[config.mk]
export PLATFORM = sky130hd
export DESIGN_NAME = ppc_crossbar_io
export DESIGN_NICKNAME = d
export VERILOG_FILES = /design/src/pkg/ppc_pkg.sv /design/src/rtl/ppc_crossbar_io.sv /design/src/rtl/ppc_pin_sync.sv
export SDC_FILE = /design/constraint.sdc
export NUM_CORES = 2
export LEC_CHECK = 0
export BUFFER_PORTS_ARGS = -buffer_cell sky130_fd_sc_hd__buf_2
export CAP_MARGIN = 5
export CORE_MARGIN = 5
export CORE_UTILIZATION = 35
export CTS_CLUSTER_SIZE = 24
export DETAILED_ROUTE_END_ITERATION = 6
export REMOVE_ABC_BUFFERS = 1
export SKIP_CTS_REPAIR_TIMING = 1
export SYNTH_ARGS = -nofsm -noshare
export SYNTH_HDL_FRONTEND = slang
export SYNTH_SLANG_ARGS = --single-unit
[constraint.sdc]
create_clock -name sys_clk -period 9.74 [get_ports sys_clk]
set_input_delay 0.974 -clock sys_clk [delete_from_list [all_inputs] [get_ports sys_clk]]
set_output_delay 0.974 -clock sys_clk [all_outputs]
set_load 0.02 [all_outputs]
[src/pkg/ppc_pkg.sv]
`default_nettype none
package ppc_pkg;
	// ----------------------------------------------------------------
	// Sizes
	// ----------------------------------------------------------------
	localparam int NPIN = 32;
	localparam int NSIG = 28;

	// ----------------------------------------------------------------
	// Register byte offsets
	// ----------------------------------------------------------------
	localparam logic [6:0] OFS_PORT = 7'h00;
	localparam logic [6:0] OFS_MODE = 7'h10;
	localparam logic [6:0] OFS_CFG_A = 7'h20;
	localparam logic [6:0] OFS_CFG_B = 7'h24;
	localparam logic [6:0] OFS_CFG_C = 7'h28;
	localparam logic [6:0] OFS_P1_IN = 7'h2c;
	localparam logic [6:0] OFS_RMW = 7'h30;
	localparam logic [6:0] OFS_BITOP = 7'h40;

	// ----------------------------------------------------------------
	// Field positions
	// ----------------------------------------------------------------
	localparam int CA_SMB = 0;
	localparam int CA_SPI = 1;
	localparam int CA_UART0 = 2;
	localparam int CA_CEX_LO = 3;
	localparam int CA_ECI = 6;
	localparam int CA_CP0 = 7;
	localparam int CB_CP1 = 0;
	localparam int CB_T0 = 1;
	localparam int CB_EXT_IRQ_A_PIN = 2;
	localparam int CB_T1 = 3;
	localparam int CB_EXT_IRQ_B_PIN = 4;
	localparam int CB_T2 = 5;
	localparam int CB_TIMER_TWO_TRIGGER = 6;
	localparam int CB_SYSCK = 7;
	localparam int CC_CNV = 0;
	localparam int CC_UART1 = 2;
	localparam int CC_T4 = 3;
	localparam int CC_TIMER_FOUR_TRIGGER = 4;
	localparam int CC_CROSSBAR_GLOBAL_ENABLE = 6;
	localparam int BITOP_VAL = 8;
	localparam int P1_BASE = 8;
	localparam int CEX_MAX = 5;

	// ----------------------------------------------------------------
	// Reset values
	// ----------------------------------------------------------------
	localparam logic [7:0] CFG_RST = 8'h00;
	localparam logic [7:0] P1IN_RST = 8'hff;
	localparam logic [31:0] LATCH_RST = 32'hffffffff;
	localparam logic [31:0] MODE_RST = 32'h00000000;

	// ----------------------------------------------------------------
	// Peripheral signal slots, in priority order
	// ----------------------------------------------------------------
	localparam int SIG_TX0 = 0;
	localparam int SIG_RX0 = 1;
	localparam int SIG_SDA = 6;
	localparam int SIG_SCL = 7;
	localparam int SIG_RX1 = 9;
	localparam int SIG_COUNTER_ARRAY_OUT_A = 10;
	localparam int SIG_ECI = 15;
	localparam int SIG_CP0 = 16;
	localparam int SIG_CP1 = 17;
	localparam int SIG_T0 = 18;
	localparam int SIG_SYSCK = 26;
	localparam int SIG_CNV = 27;
	// Slots that are inputs to their peripheral.
	localparam logic [27:0] SIG_INPUT = 28'h0bfc8202;
	// Slots that are always open-drain.
	localparam logic [27:0] SIG_FORCE_OD = 28'h00000c0;

	// ----------------------------------------------------------------
	// Carriers
	// ----------------------------------------------------------------
	typedef struct packed {
		logic [27:0] value;
		logic [27:0] drive;
	} ppc_sig_t;

	typedef struct packed {
		logic [31:0] level;
		logic [31:0] oeN;
	} ppc_pad_t;

	typedef struct packed {
		logic [31:0] used;
		logic [31:0][4:0] sig;
	} ppc_map_t;
endpackage
`default_nettype wire

[src/rtl/ppc_crossbar_io.sv]
// Our own choices: the register addresses and register access over Avalon-MM.
`timescale 1ns/1ps
`default_nettype none
module ppc_crossbar_io (
	// Clock and reset.
	input wire logic sys_clk,
	input wire logic resetn,
	// Avalon-MM register slave.
	input wire logic [6:0] avs_address,
	input wire logic avs_read,
	input wire logic avs_write,
	input wire logic [31:0] avs_writedata,
	input wire logic [3:0] avs_byteenable,
	output logic [31:0] avs_readdata,
	output logic avs_waitrequest,
	// Peripheral side.
	input wire ppc_pkg::ppc_sig_t periphDrv,
	input wire logic uart0Mode0,
	input wire logic uart1Mode0,
	output logic [27:0] periphIn,
	// Pads, ports 0 to 3 flattened, port 0 pin 0 at bit 0.
	input wire logic [31:0] padIn,
	output var ppc_pkg::ppc_pad_t padDrv
);
	// ----------------------------------------------------------------
	// State
	// ----------------------------------------------------------------
	typedef struct packed {
		logic [7:0] cfgA;
		logic [7:0] cfgB;
		logic [7:0] cfgC;
		logic [7:0] p1InMode;
		logic [31:0] latch;
		logic [31:0] mode;
		logic waitReq;
		logic [31:0] readData;
		logic [27:0] periphIn;
		ppc_pkg::ppc_pad_t pad;
	} ppc_state_t;

	ppc_state_t r;
	ppc_state_t n;
	logic [31:0] padLevel;
	logic [31:0] skip;
	logic [31:0] pinRead;
	logic [27:0] en;
	ppc_pkg::ppc_map_t map;

	// ----------------------------------------------------------------
	// Helpers
	// ----------------------------------------------------------------
	// Picks byte lane idx of a port-wide vector.
	function automatic logic [7:0] byteOf(input logic [31:0] v,
		input logic [1:0] idx);
		byteOf = v[{idx, 3'b000} +: 8];
	endfunction

	// True when the address falls in a four-word bank.
	function automatic logic inBank(input logic [6:0] a,
		input logic [6:0] base);
		inBank = (a[6:4] == base[6:4]) && (a[1:0] == 2'h0);
	endfunction

	// Turns the configuration bits into one enable per signal slot.
	function automatic logic [27:0] slotEnables(input logic [7:0] a,
		input logic [7:0] b, input logic [7:0] c);
		logic [27:0] e;
		e = '0;
		e[1:0] = {2{a[ppc_pkg::CA_UART0]}};
		e[5:2] = {4{a[ppc_pkg::CA_SPI]}};
		e[7:6] = {2{a[ppc_pkg::CA_SMB]}};
		e[9:8] = {2{c[ppc_pkg::CC_UART1]}};
		for (int k = 0; k < ppc_pkg::CEX_MAX; k++) begin
			e[ppc_pkg::SIG_COUNTER_ARRAY_OUT_A + k] =
				a[ppc_pkg::CA_CEX_LO +: 3] > 3'(k);
		end
		e[ppc_pkg::SIG_ECI] = a[ppc_pkg::CA_ECI];
		e[ppc_pkg::SIG_CP0] = a[ppc_pkg::CA_CP0];
		e[ppc_pkg::SIG_CP1] = b[ppc_pkg::CB_CP1];
		e[ppc_pkg::SIG_T0 +: 6] = {b[ppc_pkg::CB_TIMER_TWO_TRIGGER],
			b[ppc_pkg::CB_T2], b[ppc_pkg::CB_EXT_IRQ_B_PIN], b[ppc_pkg::CB_T1],
			b[ppc_pkg::CB_EXT_IRQ_A_PIN], b[ppc_pkg::CB_T0]};
		e[25:24] = {c[ppc_pkg::CC_TIMER_FOUR_TRIGGER], c[ppc_pkg::CC_T4]};
		e[ppc_pkg::SIG_SYSCK] = b[ppc_pkg::CB_SYSCK];
		e[ppc_pkg::SIG_CNV] = c[ppc_pkg::CC_CNV];
		slotEnables = e;
	endfunction

	// Packs enabled slots onto free pins, lowest slot first.
	function automatic ppc_pkg::ppc_map_t allocate(input logic [27:0] e,
		input logic [31:0] sk);
		ppc_pkg::ppc_map_t m;
		logic [27:0] rem;
		logic found;
		m = '0;
		rem = e;
		for (int p = 0; p < ppc_pkg::NPIN; p++) begin
			found = 1'b0;
			for (int s = 0; s < ppc_pkg::NSIG; s++) begin
				if (!sk[p] && rem[s] && !found) begin
					m.used[p] = 1'b1;
					m.sig[p] = 5'(s);
					rem[s] = 1'b0;
					found = 1'b1;
				end
			end
		end
		allocate = m;
	endfunction

	// ----------------------------------------------------------------
	// Pad synchroniser
	// ----------------------------------------------------------------
	ppc_pin_sync u_sync (
		.sys_clk(sys_clk),
		.resetn(resetn),
		.padIn(padIn),
		.padLevel(padLevel)
	);

	// Allocation map; disabled slots never reach a pin.
	always_comb begin
		en = slotEnables(r.cfgA, r.cfgB, r.cfgC);
		skip = '0;
		skip[ppc_pkg::P1_BASE +: 8] = ~r.p1InMode;
		map = allocate(en, skip);
		pinRead = padLevel & ~skip;
	end

	// ----------------------------------------------------------------
	// Next state
	// ----------------------------------------------------------------
	always_comb begin
		logic [4:0] s;
		logic val;
		logic drv;
		logic od;
		logic rxOut;
		n = r;
		s = '0;
		val = 1'b0;
		drv = 1'b0;
		od = 1'b0;
		rxOut = 1'b0;
		// Pin drivers.
		for (int p = 0; p < ppc_pkg::NPIN; p++) begin
			s = map.sig[p];
			rxOut = (s == 5'(ppc_pkg::SIG_RX0) && uart0Mode0) ||
				(s == 5'(ppc_pkg::SIG_RX1) && uart1Mode0);
			if (map.used[p]) begin
				val = periphDrv.value[s];
				drv = periphDrv.drive[s] &&
					(!ppc_pkg::SIG_INPUT[s] || rxOut);
				od = ppc_pkg::SIG_FORCE_OD[s] || rxOut ||
					!r.mode[p];
			end else begin
				val = r.latch[p];
				drv = 1'b1;
				od = !r.mode[p];
			end
			n.pad.level[p] = val;
			// Push-pull drives both ways, open-drain only low.
			n.pad.oeN[p] = !(r.cfgC[ppc_pkg::CC_CROSSBAR_GLOBAL_ENABLE] && drv &&
				(!od || !val));
		end
		// Peripheral inputs idle high when their slot has no pin.
		n.periphIn = '1;
		for (int p = 0; p < ppc_pkg::NPIN; p++) begin
			if (map.used[p]) begin
				n.periphIn[map.sig[p]] = padLevel[p];
			end
		end
		// Bus: answer one cycle after the request, commit on release.
		if (r.waitReq) begin
			if (avs_read || avs_write) begin
				n.waitReq = 1'b0;
			end
			if (avs_read) begin
				n.readData = '0;
				if (inBank(avs_address, ppc_pkg::OFS_PORT)) begin
					n.readData[7:0] =
						byteOf(pinRead, avs_address[3:2]);
				end else if (inBank(avs_address, ppc_pkg::OFS_MODE)) begin
					n.readData[7:0] = byteOf(r.mode, avs_address[3:2]);
				end else if (inBank(avs_address, ppc_pkg::OFS_RMW)) begin
					n.readData[7:0] =
						byteOf(r.latch, avs_address[3:2]);
				end else if (avs_address == ppc_pkg::OFS_CFG_A) begin
					n.readData[7:0] = r.cfgA;
				end else if (avs_address == ppc_pkg::OFS_CFG_B) begin
					n.readData[7:0] = r.cfgB;
				end else if (avs_address == ppc_pkg::OFS_CFG_C) begin
					n.readData[7:0] = r.cfgC;
				end else if (avs_address == ppc_pkg::OFS_P1_IN) begin
					n.readData[7:0] = r.p1InMode;
				end
			end
		end else begin
			n.waitReq = 1'b1;
			if (avs_write && avs_byteenable[0]) begin
				if (inBank(avs_address, ppc_pkg::OFS_PORT) ||
					inBank(avs_address, ppc_pkg::OFS_RMW)) begin
					n.latch[{avs_address[3:2], 3'b000} +: 8] =
						avs_writedata[7:0];
				end else if (inBank(avs_address, ppc_pkg::OFS_MODE)) begin
					n.mode[{avs_address[3:2], 3'b000} +: 8] =
						avs_writedata[7:0];
				end else if (avs_address == ppc_pkg::OFS_CFG_A) begin
					n.cfgA = avs_writedata[7:0];
				end else if (avs_address == ppc_pkg::OFS_CFG_B) begin
					n.cfgB = avs_writedata[7:0];
				end else if (avs_address == ppc_pkg::OFS_CFG_C) begin
					n.cfgC = avs_writedata[7:0];
				end else if (avs_address == ppc_pkg::OFS_P1_IN) begin
					n.p1InMode = avs_writedata[7:0];
				end else if (avs_address == ppc_pkg::OFS_BITOP) begin
					n.latch[avs_writedata[4:0]] =
						avs_writedata[ppc_pkg::BITOP_VAL];
				end
			end
		end
	end

	// Registers; every enable resets clear, so no pin is driven.
	always_ff @(posedge sys_clk or negedge resetn) begin
		if (!resetn) begin
			r.cfgA <= ppc_pkg::CFG_RST;
			r.cfgB <= ppc_pkg::CFG_RST;
			r.cfgC <= ppc_pkg::CFG_RST;
			r.p1InMode <= ppc_pkg::P1IN_RST;
			r.latch <= ppc_pkg::LATCH_RST;
			r.mode <= ppc_pkg::MODE_RST;
			r.waitReq <= 1'b1;
			r.readData <= '0;
			r.periphIn <= '1;
			r.pad <= {32'hffffffff, 32'hffffffff};
		end else begin
			r <= n;
		end
	end

	assign avs_readdata = r.readData;
	assign avs_waitrequest = r.waitReq;
	assign periphIn = r.periphIn;
	assign padDrv = r.pad;

	// ----------------------------------------------------------------
	// Checks
	// ----------------------------------------------------------------
	property p_crossbar_global_enable_off;
		@(posedge sys_clk) disable iff (!resetn)
		!r.cfgC[ppc_pkg::CC_CROSSBAR_GLOBAL_ENABLE] |=> (padDrv.oeN == 32'hffffffff);
	endproperty
	a_crossbar_global_enable_off: assert property (p_crossbar_global_enable_off)
		else $error("Pad driven while crossbar disabled.");

	property p_uart_pair;
		@(posedge sys_clk) disable iff (!resetn)
		r.cfgA[ppc_pkg::CA_UART0] |-> map.used[0] && map.used[1] &&
			map.sig[1] == 5'h01;
	endproperty
	a_uart_pair: assert property (p_uart_pair)
		else $error("Primary UART pins not packed together.");

	property p_tx_follow;
		@(posedge sys_clk) disable iff (!resetn)
		r.cfgA[ppc_pkg::CA_UART0] && r.cfgC[ppc_pkg::CC_CROSSBAR_GLOBAL_ENABLE] &&
			r.mode[0] && periphDrv.drive[ppc_pkg::SIG_TX0]
		|=> !padDrv.oeN[0] &&
			padDrv.level[0] == $past(periphDrv.value[ppc_pkg::SIG_TX0]);
	endproperty
	a_tx_follow: assert property (p_tx_follow)
		else $error("Allocated pin does not follow its peripheral.");

	property p_rx_input;
		@(posedge sys_clk) disable iff (!resetn)
		r.cfgA[ppc_pkg::CA_UART0] && !uart0Mode0 |=> padDrv.oeN[1];
	endproperty
	a_rx_input: assert property (p_rx_input)
		else $error("Receive pin driven.");

	property p_gpio_pp;
		@(posedge sys_clk) disable iff (!resetn)
		!map.used[31] && r.cfgC[ppc_pkg::CC_CROSSBAR_GLOBAL_ENABLE] && r.mode[31]
		|=> !padDrv.oeN[31] && padDrv.level[31] == $past(r.latch[31]);
	endproperty
	a_gpio_pp: assert property (p_gpio_pp)
		else $error("Push-pull pin not driving latch value.");

	property p_gpio_od;
		@(posedge sys_clk) disable iff (!resetn)
		!map.used[31] && !r.mode[31] && r.latch[31] |=> padDrv.oeN[31];
	endproperty
	a_gpio_od: assert property (p_gpio_od)
		else $error("Open-drain pin driven high.");

	property p_sda_od;
		@(posedge sys_clk) disable iff (!resetn)
		map.used[6] && map.sig[6] == 5'h06 &&
			periphDrv.value[ppc_pkg::SIG_SDA] |=> padDrv.oeN[6];
	endproperty
	a_sda_od: assert property (p_sda_od)
		else $error("Data line driven high.");

	property p_pin_read;
		@(posedge sys_clk) disable iff (!resetn)
		r.waitReq && avs_read && avs_address == ppc_pkg::OFS_PORT
		|=> !avs_waitrequest && avs_readdata[7:0] == $past(pinRead[7:0]);
	endproperty
	a_pin_read: assert property (p_pin_read)
		else $error("Port read did not return pin levels.");

	property p_rmw_read;
		@(posedge sys_clk) disable iff (!resetn)
		r.waitReq && avs_read && avs_address == ppc_pkg::OFS_RMW
		|=> avs_readdata[7:0] == $past(r.latch[7:0]) ##1 avs_waitrequest;
	endproperty
	a_rmw_read: assert property (p_rmw_read)
		else $error("Read-modify-write read did not return latch.");
endmodule
`default_nettype wire

[src/rtl/ppc_pin_sync.sv]
`timescale 1ns/1ps
`default_nettype none
module ppc_pin_sync (
	// Clock and reset.
	input wire logic sys_clk,
	input wire logic resetn,
	// Raw pad levels and their synchronised copy.
	input wire logic [31:0] padIn,
	output logic [31:0] padLevel
);
	typedef struct packed {
		logic [31:0] s1;
		logic [31:0] s2;
	} ppc_sync_t;

	ppc_sync_t r;
	ppc_sync_t n;

	// Two flops; only the second stage is seen outside.
	always_comb begin
		n = r;
		n.s1 = padIn;
		n.s2 = r.s1;
	end

	// Pads idle high through the pull-ups, so reset to ones.
	always_ff @(posedge sys_clk or negedge resetn) begin
		if (!resetn) begin
			r <= {32'hffffffff, 32'hffffffff};
		end else begin
			r <= n;
		end
	end

	assign padLevel = r.s2;
endmodule
`default_nettype wire

Word-level counts from Yosys, hierarchy flattened
Memories as Yosys holds them, arrays and structs flattened.
Index checks and enable logic that the tools add are counted.
- $add $sub $neg: 1
- bitwise logic cells: 11
- shifts and indexed selects: 5
- muxes and demuxes: 2075
- equality and inequality tests: 76
- reduce and logical (&&, ||, !) cells: 1745
- $lt $le $gt $ge: 71
- operators by type and width (cell ; count):
    $mux W5 ; 453
    $mux W1 ; 1345
    $mux W28 ; 32
    $logic_and A1 B1 Y1 ; 881
    $bwmux W28 ; 31
    $logic_not A1 Y1 ; 692
    $bmux W1 S5 ; 64
    $mux W4 ; 67
    $mux W32 ; 7
    $lt A5 B6 Y1 const B ; 33
    $demux W1 S5 ; 33
    $ge A5 B1 Y1 const B ; 33
    $logic_or A1 B1 Y1 ; 162
    $eq A5 B1 Y1 const B ; 32
    $eq A5 B4 Y1 const B ; 32
    $bwmux W32 ; 3
    $shiftx A32 B6 Y8 ; 3
    $mux W3 ; 26
    $mux W8 ; 7
    $and A32 B32 Y32 ; 1
    $not A16 Y32 ; 1
    $shift A8 B7 Y32 const A ; 1
    $shiftx A8 B7 Y32 ; 1
    $eq A7 B6 Y1 const B ; 4
    22 further kinds ; 40
- flip-flop bits (word level): 261
- output and inout port bits: 125
- memories: 64
- memory bits (read-only): 2048
- memories (name ; words ; bits a word ; rd ports ; clocked after memory_dff ; write ports ; line ; RTL):
    (name not given) ; 32 ; 1 ; 1 ; 0 ; 0 ; ppc_crossbar_io.sv:154 ; od = ppc_pkg::SIG_FORCE_OD[s] || rxOut ||
    (name not given) ; 32 ; 1 ; 1 ; 0 ; 0 ; ppc_crossbar_io.sv:153 ; (!ppc_pkg::SIG_INPUT[s] || rxOut);
    (name not given) ; 32 ; 1 ; 1 ; 0 ; 0 ; ppc_crossbar_io.sv:154 ;
    (name not given) ; 32 ; 1 ; 1 ; 0 ; 0 ; ppc_crossbar_io.sv:153 ;
    (name not given) ; 32 ; 1 ; 1 ; 0 ; 0 ; ppc_crossbar_io.sv:154 ;
    (name not given) ; 32 ; 1 ; 1 ; 0 ; 0 ; ppc_crossbar_io.sv:153 ;
    58 more memories ; - ; - ; - ; - ; - ; - ;

Depth between registers and ports, before layout
- word-level depth: 162
- gate-level depth with buffers: 39
- depth with buffers taken out: 27

By module
From an unflattened synthesis, not the netlist that was laid out.
- cells, all modules: 6398
- area, all modules: 45242.1 um2
- modules (own cells, without submodules) (module ; times used ; seq. area each (um2) ; cells an instance ; area an instance (um2)):
    ppc_crossbar_io ; 1 ; 5096.1 ; 6334 ; 43560.5
    ppc_pin_sync ; 1 ; 1681.6 ; 64 ; 1681.6

Least setup slack after synthesis
OpenSTA, ideal clock, no wires.
- kind: register to register
- start point: reg r[217] in the netlist's numbering
- end point: reg r (netlist bit padDrv[27])
- setup slack: 1692 ps
- arrival time: 7969 ps
- setup time: 80 ps
- required time: 9660 ps
- cell stages (with the launch flop): 32
- cells stage by stage: dfrtp_1 -> buf_2 -> or4b_4 -> a211o_2 -> o41ai_2 -> o211ai_1 -> a211o_2 -> o2111a_1 -> maj3_2 -> a211oi_2 -> nor2_1 -> a221oi_2 -> buf_4 -> nor3_1 -> a31oi_1 -> buf_2 -> o211ai_1 -> a21o_1 -> buf_2 -> o21ai_2 -> nand4_1 -> and4_1 -> o22ai_2 -> a21oi_1 -> or3_1 -> a211oi_2 -> nor2b_1 -> buf_2 -> mux2_4 -> a222oi_1 -> a21oi_1 -> o221ai_2
- RTL lines (what ; line ; RTL):
    start, declared ; ppc_crossbar_io.sv:41 ; ppc_state_t r;
    start signal, assigned ; ppc_crossbar_io.sv:238 ; r <= n;

==> metrics.md <==
| Metric | Value |
|---|---|
| Critical path's largest stage delay | `about 0.66 ns` |
| Most numerous cell in the Yosys netlist | `nand2_1` |
| First-pass DRT Iterations | `7` |
| Area Growth Syn to Fin | `20.8%` |
| Clock Tree Buf Depth | `3` |
| Number of global-route vias before repair | `around 54k` |
| Worst slack, placed | `a little under 0.02 ns` |
| Cells after Synth | `~6.4k` |
| Clock power share | `38.6%` |
| Status | `complete, but fails checks` |
| Netlist cell types | `139` |
| Total CTS buffers | `36` |
| Largest net degree at the start of global routing | `80` |
| Clk_lat worst skew | `between 0.6 and 0.7 ns` |
| Failing checks | `DRC` |
| Seq cells post-synth | `~260` |
| Yosys top cell area share | `11.4%` |
| Mean post-synth cell area | `slightly above 7 um2` |
| Die Ht | `roughly 370 um` |
| Synth area leader | `dfstp_2` |
| Layout Cells excl Fill | `approximately 8.7k` |
| Overall Power | `about 3.9 mW` |
| Remaining Overflow, GRT | `0` |
| Die Span X | `roughly 370 um` |
| # fillers | `roughly 14k` |
| Post-Route WL | `between 200 and 300 mm` |
| Critical path arrival | `10.15 ns` |
| Std-Cell Rows | `around 130` |
| Initial DRC count | `a little over 9k` |
| Drc violations | `2` |
| Initial core utilization | `between 30% and 40%` |
| Sequential fraction of the synthesis area | `between 10% and 20%` |
| Gate power share | `around 29%` |
| Asr flop ratio synth | `100%` |
| TritonCTS clock tree | `yes` |
| Critical path launch point type | `flop` |
| Max-cap viol count | `0` |
| Clk_skew | `around 0.038 ns` |
| Worst-Margin Slew | `about 1.5 ns` |
| Synth top area cells | `dfstp_2 (11%), a21oi_1 (6.8%), nand2_1 (6.2%)` |
| Max stage delay cell, worst path | `or4_1` |
| Setup crit end kind | `flop` |
| Max Clk Rate | `about 0.10 GHz` |
| H-tree Lvls | `2` |
| First-pass GRT wire length | `just under 400 mm` |
| Sink Count | `around 260` |
| Routability congestion estimate | `~1.1` |
| Setup violators final | `0` |
| Core box area | `129,000 um2` |
| Slew headroom | `about 2.4%` |
| Total count of hold-check failures in the final report | `0` |
| Tcrit/Tclk final | `between 90% and 100%` |
| Root buf cell | `clkbuf_16` |
| Share of layout cells above drive strength 1 | `about 29%` |
| Sequential Power Share | `between 30% and 40%` |
| Post-synth EDFFs | `0` |
| DR vias | `59.7k` |
| Worst Setup Path Type | `reg -> reg` |
| Cell Area, Synth | `~45,000 um2` |
| DP Wirelength | `roughly 220 mm` |
| Pleak | `around 22 nW` |
| Top_reg_cell synth | `dfstp_2` |
| Sw Share | `between 30% and 40%` |
| Placed Cells | `8,645` |
| Top-Level Pins | `262` |
| Synth top cells by count | `nand2_1 (748), nor2_1 (663), a21oi_1 (617)` |
| Pins Over Slew Limit | `0` |
| Antenna Nets Post-Route | `0` |
| Synth warnings | `0` |
| Net switching power | `~1.5 mW` |
| CP dominant cell by count | `buf_4` |
| Final nets | `between 7k and 8k` |
| Cell Pwr Density | `just over 70 nW/um2` |
| Initial antenna violation count | `25` |
| Worst Path Required | `~10 ns` |
| Top fanout value on the critical path | `17` |
| Die area | `between 100,000 and 150,000 um2` |
| Setup ws final | `around 0.16 ns` |
| Min Clock Period, post-route | `approximately 9.6 ns` |
| Clk slew on worst S/H paths | `0.06 ns` |
| Vias/cell | `roughly 7` |
| WL per Instance | `32.1 um` |
| GRT Total Usage | `around two fifths` |
| Power Internal | `2.41 mW` |
| Worst path buffer plus inverter count | `10` |
| Worst vdd ir | `0.000199 V` |
| Delay-heaviest family, CP | `compound AO/OA/AOI/OAI gates` |
| Number of I/O port buffers | `roughly 210` |
| Hold Crit Class | `in -> async` |
## routing by layer
metal / wire, um / global-route usage, % / vias to the layer above
met5: 142 / 0 / -
met4: 20400 / 22.0 / 18
met2: 116000 / 57.1 / 4562
met3: 35600 / 10.8 / 1039
li1: - / - / 25423
met1: 109000 / 50.7 / 28614
## cell type report
cell class,count,area (um2),area share [%]
multi-input combinational,5418,35700,65.3
clock inverter,24,362,0.661
antenna,14,35.0,0.0640
inverter,85,319,0.583
tap,1742,2180,3.98
clock buffer,42,963,1.76
timing repair buffer,1146,8310,15.2
sequential,261,6790,12.4
## cell families after synthesis
family	after synthesis	share of synthesized area (%)
compound gates	2454	36.9
simple gates	2372	24.8
buf+inv	707	7.39
mux	475	14.0
flops	261	15.0
fa+ha+maj	60	1.39
xor+xnor	33	0.638
other cells	1	0.00828
## cells in the final DEF, fill, tap and decap left out, types with 136 or more instances in the layout
cell      Yosys  final
buf_4       147    916
nand2_1     748    746
nor2_1      663    657
a21oi_1     617    607
o21ai_0     489    478
mux2i_1     227    227
buf_2        83    210
nand3_1     199    198
dfstp_2     197    197
nor3_1      195    189
a211oi_1    169    165
mux2_2      136    136
## registers in the layout, indices dropped and copies added, names as in the netlist
name,flops
r,79
avs_readdata,8
u_sync.n,32
en,17
periphIn,28
avs_waitrequest,1
padDrv,64
u_sync.padLevel,32
## worst paths after layout
kind	startpoint	endpoint	slack [ns]	cells past startpoint
min in group sys_clk	u_sync.n[2]$_DFF_PN1_	u_sync.padLevel[2]$_DFF_PN1_	0.34	0
max in group asynchronous	resetn	u_sync.padLevel[14]$_DFF_PN1_	7.33	3
min	resetn	en[27]$_DFFE_PN0P_	0.24	1
max	en[0]$_DFFE_PN0P_	padDrv[23]$_DFF_PN1_	0.16	37
max reg2reg	en[0]$_DFFE_PN0P_	padDrv[23]$_DFF_PN1_	0.16	37
min reg2reg	u_sync.n[2]$_DFF_PN1_	u_sync.padLevel[2]$_DFF_PN1_	0.34	0
## worst register-to-register path: cells and delay by family, from the launching register on
family                   cells  cell delay (ns)
AO/OA/AOI/OAI               15             3.70
adder cells (fa/ha/maj)      4             1.31
buffers and inverters       10             1.92
flip-flops                   1             0.59
multiplexers                 1             0.19
AND/OR/NAND/NOR              7             1.75
## per-stage QoR
step	utilization, %	TNS, ns	instance area, um2	hold WS, ns
final	42.4	0	54700	0.236
after global routing	42.4	-0.00521	54700	0.305
after CTS	42.0	-0.0407	54200	0.257
after detailed placement	41.0	0	52900	0.347
after global placement	41.0	0	52900	0.345
after floorplan	-	-27.17	42300	0.345
## power by group through the flow
stage	sequential, mW	combinational [mW]	clock [mW]
4_1_cts	1.25	1.10	1.55
6_report	1.26	1.16	1.52
5_1_grt	1.26	1.19	1.59
2_1_floorplan	1.26	0.526	0
3_3_place_gp	1.27	1.09	0
3_5_place_dp	1.27	1.09	0
Power figures use the tool's default switching activity.
